--- src/verilog/ltic_params.svh ---
`ifndef LTIC_PARAMS_SVH
`define LTIC_PARAMS_SVH
// control register bit positions
`define LTIC_EN_BIT       0
`define LTIC_EXCL_BIT     9
`define LTIC_INV_BIT      10
`define LTIC_TPUSH_BIT    13
`define LTIC_IP_BIT       31
// register offsets (index addressing, one register)
`define LTIC_CTRL_OFS     4'h0
`define LTIC_STAT_OFS     4'h1
// reset value of the control register
`define LTIC_CTRL_RST     32'h0000_0000
// default page attributes when translation is off
`define LTIC_DEF_ATTR     4'h3
// invalidate length: about 32K core cycles
`define LTIC_INV_CYCLES   32768
`endif

--- src/verilog/ltic_pkg.sv ---
package ltic_pkg;
  typedef enum logic [1:0] {LTIC_IDLE, LTIC_RUN, LTIC_DONE} ltic_state_t;
  typedef enum logic [1:0] {LTIC_OP_LOAD, LTIC_OP_STORE, LTIC_OP_FLUSH, LTIC_OP_ZERO}
    ltic_op_t;
endpackage

--- src/verilog/ltic_seq_if.sv ---
interface ltic_seq_if #(parameter int IW = 15);
  logic          start;
  logic          busy;
  logic          tagWe;
  logic [IW-1:0] tagIdx;
  modport ctrl (output start, input busy, tagWe, tagIdx);
  modport seq  (input start, output busy, tagWe, tagIdx);
endinterface

--- src/verilog/ltic_ctrl.sv ---
`include "ltic_params.svh"
// Operation
// - invalidate clears whole tag entry, LRU too
// - hardware sequencer steps entries in order
// - core keeps running during invalidate
// - writing invalidate bit one starts sequencer
// - in-progress flag high while sequencer runs
// - invalidate takes about 32K core cycles
// - instruction misses not allocated when excluded
// - test push flush writes block into cache
// - test push suppresses block-zero bus broadcast
// - enabled cache serves reads, updates write hits
// - single-beat cacheable: default attributes or translated; translated ones only with first level off or locked
// - first level off means direct lookup
// - test push drops missed single-beat cacheable writes from bus
// - hits and misses reported to monitor
// - invalidate request is control bit ten
// - in-progress flag is read only
// - test push is control bit thirteen
// - instruction exclude is control bit nine
module ltic_ctrl #(
  parameter int INV_CYCLES = `LTIC_INV_CYCLES,
  parameter int IW         = $clog2(INV_CYCLES)
) (
  // clock and reset
  input  wire logic        sys_clk,
  input  wire logic        sys_rst,
  // register port
  input  wire logic [3:0]  regAddr,
  input  wire logic [31:0] regWdata,
  input  wire logic        regWr,
  input  wire logic        regRd,
  output logic      [31:0] regRdata,
  // core access request
  input  wire logic        accValid,
  input  wire ltic_pkg::ltic_op_t accOp,
  input  wire logic        accIfetch,
  input  wire logic        accSingleBeat,
  input  wire logic        xlateOn,
  input  wire logic [3:0]  pageAttr,
  input  wire logic        l1dEnable,
  input  wire logic        l1dLocked,
  // tag lookup result
  input  wire logic        tagHit,
  // core stall
  output logic             coreStall,
  // decisions toward the cache and system bus
  output logic             lookupEn,
  output logic             allocEn,
  output logic             writeUpdate,
  output logic             flushToCache,
  output logic             l1Invalidate,
  output logic             busFwd,
  // tag array clear port
  output logic             tagClrWe,
  output logic [IW-1:0]    tagClrIdx,
  output logic             tagClrData,
  // performance monitor
  output logic             perfHit,
  output logic             perfMiss
);
  ////////////////////////////////////////////////////////////////////////////
  logic        enFf;
  logic        exclFf;
  logic        invReqFf;
  logic        tpushFf;
  logic        ipFf;
  logic        armedFf;
  logic [31:0] rdataFf;
  logic        ctrlWr;
  logic        invRise;
  ltic_seq_if #(.IW(IW)) sq ();

  // decode shared by read and write paths
  function automatic logic isCtrl(input logic [3:0] a);
    return a == `LTIC_CTRL_OFS;
  endfunction

  assign ctrlWr  = regWr && isCtrl(regAddr);
  assign invRise = ctrlWr && regWdata[`LTIC_INV_BIT] && !invReqFf;

  ////////////////////////////////////////////////////////////////////////////
  // writable control bits
  always_ff @(posedge sys_clk or posedge sys_rst)
  begin
    if (sys_rst)
    begin
      enFf     <= 1'(`LTIC_CTRL_RST >> `LTIC_EN_BIT);
      exclFf   <= 1'b0;
      invReqFf <= 1'b0;
      tpushFf  <= 1'b0;
    end
    else if (ctrlWr)
    begin
      enFf     <= regWdata[`LTIC_EN_BIT];
      exclFf   <= regWdata[`LTIC_EXCL_BIT];
      invReqFf <= regWdata[`LTIC_INV_BIT];
      tpushFf  <= regWdata[`LTIC_TPUSH_BIT];
    end
  end

  // re-arm: a new start needs the request bit low first
  always_ff @(posedge sys_clk or posedge sys_rst)
  begin
    if (sys_rst)
      armedFf <= 1'b1;
    else if (invRise && armedFf)
      armedFf <= 1'b0;
    else if (!invReqFf)
      armedFf <= 1'b1;
  end

  assign sq.start = invRise && armedFf && !sq.busy;

  // in-progress flag, set on the same edge as the request bit rises
  always_ff @(posedge sys_clk or posedge sys_rst)
  begin
    if (sys_rst)
      ipFf <= 1'b0;
    else if (sq.start)
      ipFf <= 1'b1;
    // busy without a tag write is the walker's closing cycle, so the flag
    // drops on the same edge as busy and never outlives the walk
    else if (ipFf && sq.busy && !sq.tagWe)
      ipFf <= 1'b0;
  end

  // hardware walker, 2^IW entries, about 32K cycles
  ltic_inv_seq #(.IW(IW)) uSeq (
    .sys_clk (sys_clk),
    .sys_rst (sys_rst),
    .sq      (sq)
  );

  // every tag bit written to zero, LRU included
  assign tagClrWe   = sq.tagWe;
  assign tagClrIdx  = sq.tagIdx;
  assign tagClrData = 1'b0;
  // core is never held by the walker
  assign coreStall  = 1'b0;

  ////////////////////////////////////////////////////////////////////////////
  // read data one cycle later; flag is read only
  always_ff @(posedge sys_clk or posedge sys_rst)
  begin
    if (sys_rst)
      rdataFf <= 32'h0000_0000;
    else if (regRd && isCtrl(regAddr))
    begin
      rdataFf                  <= 32'h0000_0000;
      rdataFf[`LTIC_EN_BIT]    <= enFf;
      rdataFf[`LTIC_EXCL_BIT]  <= exclFf;
      rdataFf[`LTIC_INV_BIT]   <= invReqFf;
      rdataFf[`LTIC_TPUSH_BIT] <= tpushFf;
      rdataFf[`LTIC_IP_BIT]    <= ipFf;
    end
    else
      rdataFf <= 32'h0000_0000; // unmapped reads answer zero
  end
  assign regRdata = rdataFf;

  ////////////////////////////////////////////////////////////////////////////
  // access classification, combinational for same-cycle steering
  logic cacheableSb;
  logic bypassL1;
  logic isLoad;
  logic isStore;
  logic active;

  assign cacheableSb = accSingleBeat &&
                       ((!xlateOn && pageAttr == `LTIC_DEF_ATTR) ||
                        (xlateOn && !pageAttr[2] && (!l1dEnable || l1dLocked)));
  assign bypassL1    = !l1dEnable || l1dLocked;
  assign active      = accValid && enFf && !ipFf;
  assign isLoad      = accOp == ltic_pkg::LTIC_OP_LOAD;
  assign isStore     = accOp == ltic_pkg::LTIC_OP_STORE;

  // lookup when enabled; a disabled cache never races the walker
  assign lookupEn    = active && (!accIfetch || !exclFf) &&
                       (accIfetch || !cacheableSb || bypassL1);
  assign allocEn     = active && !(accIfetch && exclFf) && !tagHit;
  assign writeUpdate = active && isStore && tagHit;
  assign flushToCache = accValid && tpushFf && l1dEnable &&
                        accOp == ltic_pkg::LTIC_OP_FLUSH;
  assign l1Invalidate = flushToCache;

  // bus forwarding with test-push suppression
  always_comb
  begin
    busFwd = accValid;
    if (tpushFf && accOp == ltic_pkg::LTIC_OP_ZERO)
      busFwd = 1'b0;
    else if (tpushFf && isStore && cacheableSb && !(active && tagHit))
      busFwd = 1'b0;
    else if (flushToCache)
      busFwd = 1'b0;
    else if (active && isLoad && tagHit)
      busFwd = 1'b0;
  end

  // monitor strobes
  assign perfHit  = lookupEn && tagHit;
  assign perfMiss = lookupEn && !tagHit;

  ////////////////////////////////////////////////////////////////////////////
  flag_next_a: assert property (@(posedge sys_clk) disable iff (sys_rst)
    sq.start |=> ipFf)
    else $error("in-progress not set after start");
  flag_busy_a: assert property (@(posedge sys_clk) disable iff (sys_rst)
    ipFf |-> sq.busy)
    else $error("flag set while walker idle");
  clear_run_a: assert property (@(posedge sys_clk) disable iff (sys_rst)
    tagClrWe |-> (ipFf && !tagClrData))
    else $error("tag clear outside invalidate");
  zero_bus_a: assert property (@(posedge sys_clk) disable iff (sys_rst)
    (tpushFf && accValid && accOp == ltic_pkg::LTIC_OP_ZERO) |-> !busFwd)
    else $error("block zero broadcast in test push");
  miss_drop_a: assert property (@(posedge sys_clk) disable iff (sys_rst)
    (tpushFf && accValid && isStore && cacheableSb && !tagHit) |-> !busFwd)
    else $error("missed write forwarded in test push");
  excl_alloc_a: assert property (@(posedge sys_clk) disable iff (sys_rst)
    (exclFf && accIfetch) |-> !allocEn)
    else $error("instruction miss allocated");
  perf_pair_a: assert property (@(posedge sys_clk) disable iff (sys_rst)
    !(perfHit && perfMiss))
    else $error("hit and miss together");
  ip_ro_a: assert property (@(posedge sys_clk) disable iff (sys_rst)
    (ctrlWr && !sq.start && !ipFf) |=> !ipFf)
    else $error("flag written by software");
  no_restart_a: assert property (@(posedge sys_clk) disable iff (sys_rst)
    (ipFf && $fell(ipFf) == 1'b0 && invReqFf) |-> !sq.start)
    else $error("restart without re-arm");

  ////////////////////////////////////////////////////////////////////////////
  // walk length watchdog: the span is far too long for a repetition, so a
  // saturating counter of flag cycles is checked against the entry count
  localparam logic [IW+1:0] IP_MIN = (IW+2)'(INV_CYCLES);
  localparam logic [IW+1:0] IP_MAX = (IW+2)'(INV_CYCLES + 2);
  logic [IW+1:0] ipCntFf;

  // counts flag cycles; saturates so a stuck flag never wraps into range
  always_ff @(posedge sys_clk or posedge sys_rst)
  begin
    if (sys_rst)
      ipCntFf <= '0;
    else if (!ipFf)
      ipCntFf <= '0;
    else if (ipCntFf != {(IW+2){1'b1}})
      ipCntFf <= ipCntFf + 1'b1;
  end

  // flag never stands much longer than one pass over the entries
  walk_max_a: assert property (@(posedge sys_clk) disable iff (sys_rst)
    ipFf |-> (ipCntFf <= IP_MAX))
    else $error("invalidate ran too long");

  // flag never drops before every entry was visited
  walk_min_a: assert property (@(posedge sys_clk) disable iff (sys_rst)
    $fell(ipFf) |-> ($past(ipCntFf) >= IP_MIN))
    else $error("invalidate ended too early");

  // flag gone as soon as the walker is idle again
  flag_drop_a: assert property (@(posedge sys_clk) disable iff (sys_rst)
    $fell(sq.busy) |-> !ipFf)
    else $error("flag left set after walk");

  // a start always launches the walker
  walk_start_a: assert property (@(posedge sys_clk) disable iff (sys_rst)
    sq.start |=> sq.busy)
    else $error("start did not launch walker");

  // walk begins at the first entry
  idx_first_a: assert property (@(posedge sys_clk) disable iff (sys_rst)
    sq.start |=> (tagClrWe && tagClrIdx == '0))
    else $error("walk did not start at entry zero");

  // walk ends after the last entry, no wrap into a second pass
  idx_last_a: assert property (@(posedge sys_clk) disable iff (sys_rst)
    (tagClrWe && tagClrIdx == {IW{1'b1}}) |=> !tagClrWe)
    else $error("walk wrapped past last entry");

  // core never held while the walker runs
  stall_free_a: assert property (@(posedge sys_clk) disable iff (sys_rst)
    ipFf |-> !coreStall)
    else $error("core stalled by walker");

  // no lookup, allocate or write update competes with the walker; a test-push flush is not held off
  quiet_walk_a: assert property (@(posedge sys_clk) disable iff (sys_rst)
    ipFf |-> !(lookupEn || allocEn || writeUpdate))
    else $error("cache access during invalidate");

  // a disabled cache does no lookup, allocate or write update; a test-push flush still lands
  lookup_gate_a: assert property (@(posedge sys_clk) disable iff (sys_rst)
    !enFf |-> !(lookupEn || allocEn || writeUpdate))
    else $error("access while cache disabled");

  // only store hits update contents
  write_upd_a: assert property (@(posedge sys_clk) disable iff (sys_rst)
    writeUpdate |-> (isStore && tagHit && enFf))
    else $error("update without store hit");

  // excluded fetches do not even look up
  excl_lookup_a: assert property (@(posedge sys_clk) disable iff (sys_rst)
    (exclFf && accIfetch) |-> !lookupEn)
    else $error("excluded fetch looked up");

  // test-push flush lands in the cache and drops the first-level copy
  flush_cond_a: assert property (@(posedge sys_clk) disable iff (sys_rst)
    (accValid && tpushFf && l1dEnable && accOp == ltic_pkg::LTIC_OP_FLUSH) |->
      (flushToCache && l1Invalidate))
    else $error("test push flush not taken");

  // pushed block never reaches the bus
  flush_bus_a: assert property (@(posedge sys_clk) disable iff (sys_rst)
    flushToCache |-> !busFwd)
    else $error("pushed block forwarded to bus");

  // untranslated default attributes make an access cacheable
  attr_def_a: assert property (@(posedge sys_clk) disable iff (sys_rst)
    (accSingleBeat && !xlateOn && pageAttr == `LTIC_DEF_ATTR) |-> cacheableSb)
    else $error("default attributes not cacheable");

  // first level off or locked: direct lookup
  bypass_a: assert property (@(posedge sys_clk) disable iff (sys_rst)
    (active && !accIfetch && cacheableSb && bypassL1) |-> lookupEn)
    else $error("bypass access not looked up");

  // every lookup reported once to the monitor
  perf_cover_a: assert property (@(posedge sys_clk) disable iff (sys_rst)
    lookupEn |-> (perfHit || perfMiss))
    else $error("lookup not reported");

  // request bit follows the write
  inv_wr_a: assert property (@(posedge sys_clk) disable iff (sys_rst)
    ctrlWr |=> (invReqFf == $past(regWdata[`LTIC_INV_BIT])))
    else $error("request bit not written");

  // test-push bit follows the write
  tpush_wr_a: assert property (@(posedge sys_clk) disable iff (sys_rst)
    ctrlWr |=> (tpushFf == $past(regWdata[`LTIC_TPUSH_BIT])))
    else $error("test push bit not written");

  // exclude bit follows the write
  excl_wr_a: assert property (@(posedge sys_clk) disable iff (sys_rst)
    ctrlWr |=> (exclFf == $past(regWdata[`LTIC_EXCL_BIT])))
    else $error("exclude bit not written");

  // read data stands only in the cycle after a read strobe
  rdata_idle_a: assert property (@(posedge sys_clk) disable iff (sys_rst)
    !$past(regRd) |-> (regRdata == 32'h0000_0000))
    else $error("read data outside answer cycle");
endmodule

--- src/verilog/ltic_inv_seq.sv ---
`include "ltic_params.svh"
module ltic_inv_seq #(
  parameter int IW = 15
) (
  // clock and reset
  input  wire logic sys_clk,
  input  wire logic sys_rst,
  // control side
  ltic_seq_if.seq   sq
);
  ltic_pkg::ltic_state_t stateFf;
  ltic_pkg::ltic_state_t nxt_stateFf;
  logic [IW-1:0]         idxFf;
  logic                  lastIdx;

  assign lastIdx = (idxFf == {IW{1'b1}});

  // next state: walk every entry once per start
  always_comb
  begin
    nxt_stateFf = stateFf;
    case (stateFf)
      ltic_pkg::LTIC_IDLE: if (sq.start) nxt_stateFf = ltic_pkg::LTIC_RUN;
      ltic_pkg::LTIC_RUN:  if (lastIdx) nxt_stateFf = ltic_pkg::LTIC_DONE;
      ltic_pkg::LTIC_DONE: nxt_stateFf = ltic_pkg::LTIC_IDLE;
      default:             nxt_stateFf = ltic_pkg::LTIC_IDLE;
    endcase
  end

  // state register
  always_ff @(posedge sys_clk or posedge sys_rst)
  begin
    if (sys_rst)
      stateFf <= ltic_pkg::LTIC_IDLE;
    else
      stateFf <= nxt_stateFf;
  end

  // entry index, one entry per cycle, no software per entry
  always_ff @(posedge sys_clk or posedge sys_rst)
  begin
    if (sys_rst)
      idxFf <= '0;
    else if (stateFf == ltic_pkg::LTIC_RUN)
      idxFf <= idxFf + 1'b1;
    else
      idxFf <= '0;
  end

  assign sq.busy   = (stateFf != ltic_pkg::LTIC_IDLE);
  assign sq.tagWe  = (stateFf == ltic_pkg::LTIC_RUN);
  assign sq.tagIdx = idxFf;

  // index moves by exactly one while running
  seq_step_a: assert property (@(posedge sys_clk) disable iff (sys_rst)
    (stateFf == ltic_pkg::LTIC_RUN && !lastIdx) |=> (idxFf == $past(idxFf) + 1'b1))
    else $error("invalidate index skipped");
endmodule

--- config.mk ---
export PLATFORM = sky130hd
export DESIGN_NAME = ltic_ctrl
export DESIGN_NICKNAME = d
export VERILOG_FILES = /design/src/verilog/ltic_pkg.sv /design/src/verilog/ltic_seq_if.sv /design/src/verilog/ltic_ctrl.sv /design/src/verilog/ltic_inv_seq.sv
export VERILOG_INCLUDE_DIRS = /design/src /design/src/verilog
export SDC_FILE = /design/constraint.sdc
export NUM_CORES = 1
export LEC_CHECK = 0
export ABC_CLOCK_PERIOD_IN_PS = 1590
export BUFFER_PORTS_ARGS = -buffer_cell sky130_fd_sc_hd__buf_2
export CELL_PAD_IN_SITES_DETAIL_PLACEMENT = 1
export CELL_PAD_IN_SITES_GLOBAL_PLACEMENT = 1
export CORE_ASPECT_RATIO = 2
export CORE_MARGIN = 3
export CORE_UTILIZATION = 29
export CTS_CLUSTER_DIAMETER = 120
export CTS_CLUSTER_SIZE = 10
export DETAILED_ROUTE_END_ITERATION = 12
export GPL_TIMING_DRIVEN = 0
export PLACE_DENSITY = 0.86
export SLEW_MARGIN = 0
export SYNTH_ARGS = -nofsm -noshare
export SYNTH_HDL_FRONTEND = slang
export SYNTH_HIERARCHICAL = 1
export SYNTH_SLANG_ARGS = --single-unit
--- constraint.sdc ---
create_clock -name sys_clk -period 1.59 [get_ports sys_clk]
set_clock_uncertainty 0.05 [all_clocks]
set_input_delay 0.318 -clock sys_clk [delete_from_list [all_inputs] [get_ports sys_clk]]
set_output_delay 0.318 -clock sys_clk [all_outputs]
set_load 0.03 [all_outputs]
-- After elaboration in Yosys (flattened, before gate mapping)
Cells that the tools add are included.
W data, S select, Z words.
- register bits: 55
- input port bits: 53
- word-level logic and storage cells: 89
- bits in writable memories: 0
- latch bits: 0
- memory bits (read-only): 0
- memories kept: 0
- order comparisons: 0
- equal/unequal tests: 9
- div/mod/pow operators: 0
- shift-type cells: 0
- $mul: 0
- $add $sub $neg: 1
- reduce and logical (&&, ||, !) cells: 57
- bitwise gates (word level): 0
- multiplexer cells: 13
- operator list (kind ; count):
    $logic_and A1 B1 Y1 ; 33
    $mux W32 ; 1
    $add A15 B1 Y15 const B ; 1
    $eq A15 B15 Y1 const B ; 1
    $mux W15 ; 1
    $logic_not A1 Y1 ; 13
    $mux W1 ; 8
    $logic_or A1 B1 Y1 ; 5
    $eq A2 B1 Y1 const B ; 2
    $eq A2 B2 Y1 const B ; 2
    $eq A4 B2 Y1 const B ; 1
    $logic_not A2 Y1 ; 2
    $logic_not A4 Y1 ; 1
    $mux W2 ; 2
    $ne A2 B1 Y1 const B ; 2
    $pmux W2 S2 ; 1
    $reduce_bool A2 Y1 ; 2
    $ne A2 B2 Y1 const B ; 1
    $reduce_and A2 Y1 ; 1

-- Depth between registers and ports, before layout
- depth after elaboration: 10
- depth in mapped cells: 5

-- Modules after synthesis
The synthesis kept the hierarchy.
- modules (own cells, without submodules) (module ; cells an instance ; sequential area each (µm²) ; times used ; area an instance (µm²)):
    ltic_inv_seq ; 83 ; 425.4 ; 1 ; 853.3
    ltic_ctrl ; 81 ; 276.5 ; 1 ; 812.0

-- Worst setup path after synthesis
OpenSTA, ideal clock, no wires.
- path type: reg2out
- start: reg enFf
- end: out perfHit
- setup slack: -0.217 ns
- data required time: 1.222 ns
- buffers on the path: 0
- stages on the path, launching flop included: 4
- arrival time: 1.439 ns
- cell sequence: dfrtp_1 -> nand2_1 -> a211o_1 -> nor3b_1
- longest elaborated chain between the ends: 5
- RTL lines (element ; line ; source):
    start, declared ; ltic_ctrl.sv:63 ; logic enFf;
    start signal, assigned ; ltic_ctrl.sv:88 ; enFf <= 1'(`LTIC_CTRL_RST >> `LTIC_EN_BIT);
    start signal, assigned ; ltic_ctrl.sv:95 ; enFf <= regWdata[`LTIC_EN_BIT];
    $logic_and A1 B1 Y1 (2 in series) ; ltic_ctrl.sv:174 ; assign active = accValid && enFf && !ipFf;
    $logic_and A1 B1 Y1 (2 in series) ; ltic_ctrl.sv:179 ; assign lookupEn = active && (!accIfetch || !exclFf) &&
    $logic_and A1 B1 Y1 ; ltic_ctrl.sv:202 ; assign perfHit = lookupEn && tagHit;
    end, declared ; ltic_ctrl.sv:59 ; output logic perfHit,
No other way between the ends.

-- Final worst setup path
- start: reg tpushFf
- end: out busFwd
- longest elaborated chain between the ends: 6
- elaborated cells on any way between the ends: 10
- those cells by class: mux (3); reduce/logical (7)
- RTL lines (element ; line ; source):
    start, declared ; ltic_ctrl.sv:66 ; logic tpushFf;
    start signal, assigned ; ltic_ctrl.sv:98 ; tpushFf <= regWdata[`LTIC_TPUSH_BIT];
    $logic_and A1 B1 Y1 (3 in series) ; ltic_ctrl.sv:183 ; assign flushToCache = accValid && tpushFf && l1dEnable &&
    $mux W1 ; ltic_ctrl.sv:195 ; else if (flushToCache)
    $mux W1 ; ltic_ctrl.sv:193 ; else if (tpushFf && isStore && cacheableSb && !(active && tagHit))
    $mux W1 * ; ltic_ctrl.sv:191 ; if (tpushFf && accOp == ltic_pkg::LTIC_OP_ZERO)
    end, declared ; ltic_ctrl.sv:53 ; output logic busFwd,
Every way passes the cells marked *; elsewhere a longest branch is shown, timed or not.

==> results.sh <==
export IMPL_critPathMaxFanout=2
export IMPL_final_max_slew_viol_count=0
export IMPL_hold_depth=2
export IMPL_clk_pin_slew_ns=0.09
export IMPL_io_pins=111
export IMPL_dpl_hpwl_mm=3.47
export IMPL_ant_nets=0
export IMPL_nets=320
export IMPL_min_to="enFf"
export IMPL_drt_iter0_markers=31
export IMPL_clkSinkCount=28
export IMPL_routed_via_count=1557
export IMPL_grt_max_degree=18
export IMPL_antenna_cells=0
export IMPL_critical_path_max_stage_delay_ns=0.43
export IMPL_grt_pass1_vias=1536
export IMPL_r2r_cells=3
export IMPL_worst_setup_path_start_kind="flip-flop"
export IMPL_synthDistinctLibCells=46
export IMPL_core_um2=5520
export IMPL_viasPerCell=4.79
export IMPL_critPathTopFamily="flip-flops"
export IMPL_seq_area_frac_synth_pct=42.1
export IMPL_overflow=0
export IMPL_r2r_end="uSeq/sq.tagIdx[11]"
export IMPL_r2r_slack_ns=0.04
export IMPL_cts_tree="yes"
export IMPL_clk_latency_ns=0.29
export IMPL_fin_area_um2=2430
export IMPL_cts_root_buf="clkbuf_8"
export IMPL_yosys_top_cells_count="buf_4, dfrtp_1, a21oi_1, inv_1, nor2_1"
export IMPL_rsz0062_at_grt="yes"
export IMPL_antenna_found_initial=0
export IMPL_place_inst=305
export IMPL_place_gp_congestion=0.765
export IMPL_synthArstFlopShare_pct=100
export IMPL_cts_buffers=3
export IMPL_finalCritPeriodShare_pct=113
export IMPL_cts_max_level=1
export IMPL_layout_drive_gt1_share_pct=50.6
export IMPL_worst_setup_path_type="flip-flop to output pin"
export IMPL_violations="setup timing"
export IMPL_cp_end_kind="output pin"
export IMPL_syn2layout_area_growth_pct=46.0
export IMPL_yosysMostFrequentCell="buf_4"
export IMPL_cp_cell_sequence="nand3b_1, a2111oi_2, a21oi_2, buf_6"
export IMPL_syn_area_per_cell_um2=10.2
export IMPL_first_pass_iters=2
export IMPL_crit_arrival_ns=1.43
export IMPL_synth_seq_cells=28
export IMPL_die_w_um=59.6
export IMPL_post_route_drc_count=0
export IMPL_num_rows=38
export IMPL_grt_pass1_wl_mm=7.19
export IMPL_fmax_mhz=557
export IMPL_hold_start="regWdata[0]"
export IMPL_synth_edf_count=0
export IMPL_postLayoutCoreUtil_pct=44.1
export IMPL_synth_area_leaders="dfrtp_1, buf_4, mux2_2, a21oi_1, and3_1"
export IMPL_hold_viol=0
export IMPL_yosysWarnings=6
export IMPL_synth_largest_area_cell="dfrtp_1"
export IMPL_instances_no_fill=325
export IMPL_hp_class="primary input to flip-flop"
export IMPL_clk_path_buf_depth=2
export IMPL_port_buffers=53
export IMPL_synth_cells=164
export IMPL_grt_usage_pct=13.8
export IMPL_ys_flop_type="dfrtp_1"
export IMPL_postPlaceCellArea_um2=2140
export IMPL_finalCriticalPeriod_ns=1.79
export IMPL_die_y_um=113
export IMPL_cp_data_required_time_ns=1.22
export IMPL_die_area_um2=6740
export IMPL_crit_slowest_cell="dfrtp_1"
export IMPL_synth_top_cell_area_share_pct=40.6
export IMPL_r2r_start="uSeq/sq.tagIdx[5]"
export IMPL_worst_path_buf_inv=1
export IMPL_max_cap_violations=0
export IMPL_wirelength_mm=4.79
export IMPL_timing_final_ws_setup_ns=-0.204
export IMPL_setup_tns_ns=-1.10
export IMPL_finalSetupViolCount=8
export IMPL_power_mw=1.98
export IMPL_status="complete, but fails checks"
export IMPL_cellPowerDensity_nw_per_um2=815
export IMPL_ir_drop_v=0.000822
export IMPL_slew_headroom_pct=53.3
export IMPL_start_util_pct=30.2
export IMPL_tightest_slew_ns=0.700
export IMPL_p_leak_nw=1.26
export IMPL_syn_area_um2=1670
export IMPL_wl_per_cell_um=14.7
registers in the layout, indices dropped and copies added (netlist names):
name            flops
exclFf              1
uSeq/stateFf        2
invReqFf            1
tpushFf             1
enFf                1
armedFf             1
ipFf                1
regRdata            5
uSeq/sq.tagIdx     15
routing by layer:
metal / up-vias / track usage [%] / part of all wire (%)
met1: 746 / 13.8 / 34
li1: 735 / - / -
met4: 0 / 7.69 / 3.1
met5: - / 0 / 0
met2: 65 / 25.6 / 56
met3: 11 / 1.83 / 6.9
worst max path at each step:
stage                         start  endpoint  slack, ns  cells after the start
after floorplan           accIfetch   perfHit      0.009                      3
after global placement    accIfetch   perfHit      -0.25                      5
after detailed placement  accIfetch   perfHit      -0.28                      5
after CTS                      ipFf    busFwd      -0.22                      4
after global routing           ipFf    busFwd      -0.31                      4
final                       tpushFf    busFwd      -0.20                      4
kinds of logic (layout without fill, tap and decap cells):
| logic type | count (synthesis) | count (layout) | synth area share [%] |
|---|---|---|---|
| simple gates | 58 | 59 | 23.7 |
| fa+ha+maj | 1 | 1 | 0.751 |
| mux | 7 | 7 | 4.58 |
| buf+inv | 41 | 113 | 16.1 |
| flops | 28 | 28 | 42.1 |
| xor+xnor | 3 | 3 | 1.58 |
| compound gates | 25 | 25 | 11.0 |
| other cells | 1 | 29 | 0.225 |
per-stage QoR:
step,worst slack [ns],hold WS (ns)
finish,-0.204,0.217
global route,-0.311,0.208
CTS,-0.221,0.209
detailed placement,-0.283,0.301
global placement,-0.251,0.291
floorplan,0.00920,0.120
layout by cell type (no fill, tap or decap), types with 6 or more instances in the layout:
cell type  netlist  final
a21oi_1          8      7
inv_1            8      8
buf_4           30     47
dfrtp_1         27     22
nand2_1          6      6
buf_6            0      9
nor2_1           8      6
buf_2            1     41
conb_1           1     29
and3_1           6      6
area by class of cell:
class                           instances  area (um2)
Multi-Input combinational cell        124         878
Buffer                                 32         236
Timing Repair Buffer                   68         444
Sequential cell                        28         708
Fill cell                             651        3080
Inverter                                9        33.8
Tap cell                               60        75.1
Clock buffer                            4        55.1
report_power, final:
part | internal [mW] | leakage [nW] | switching [mW] | total [mW]
logic | 0.289 | 0.857 | 0.397 | 0.686
clock network | 0.223 | 0.0288 | 0.237 | 0.459
registers | 0.769 | 0.370 | 0.0675 | 0.836
total | 1.28 | 1.26 | 0.701 | 1.98
timing repair:
action	CTS	global route
hold buffers	1	0
gates cloned	0	1
pin swaps	5	1
hold endpoints to repair	10	0
gates resized for setup	22	9
setup buffers	9	5
setup endpoints to repair	12	10
No activity file was read; power rests on OpenSTA's default activity.
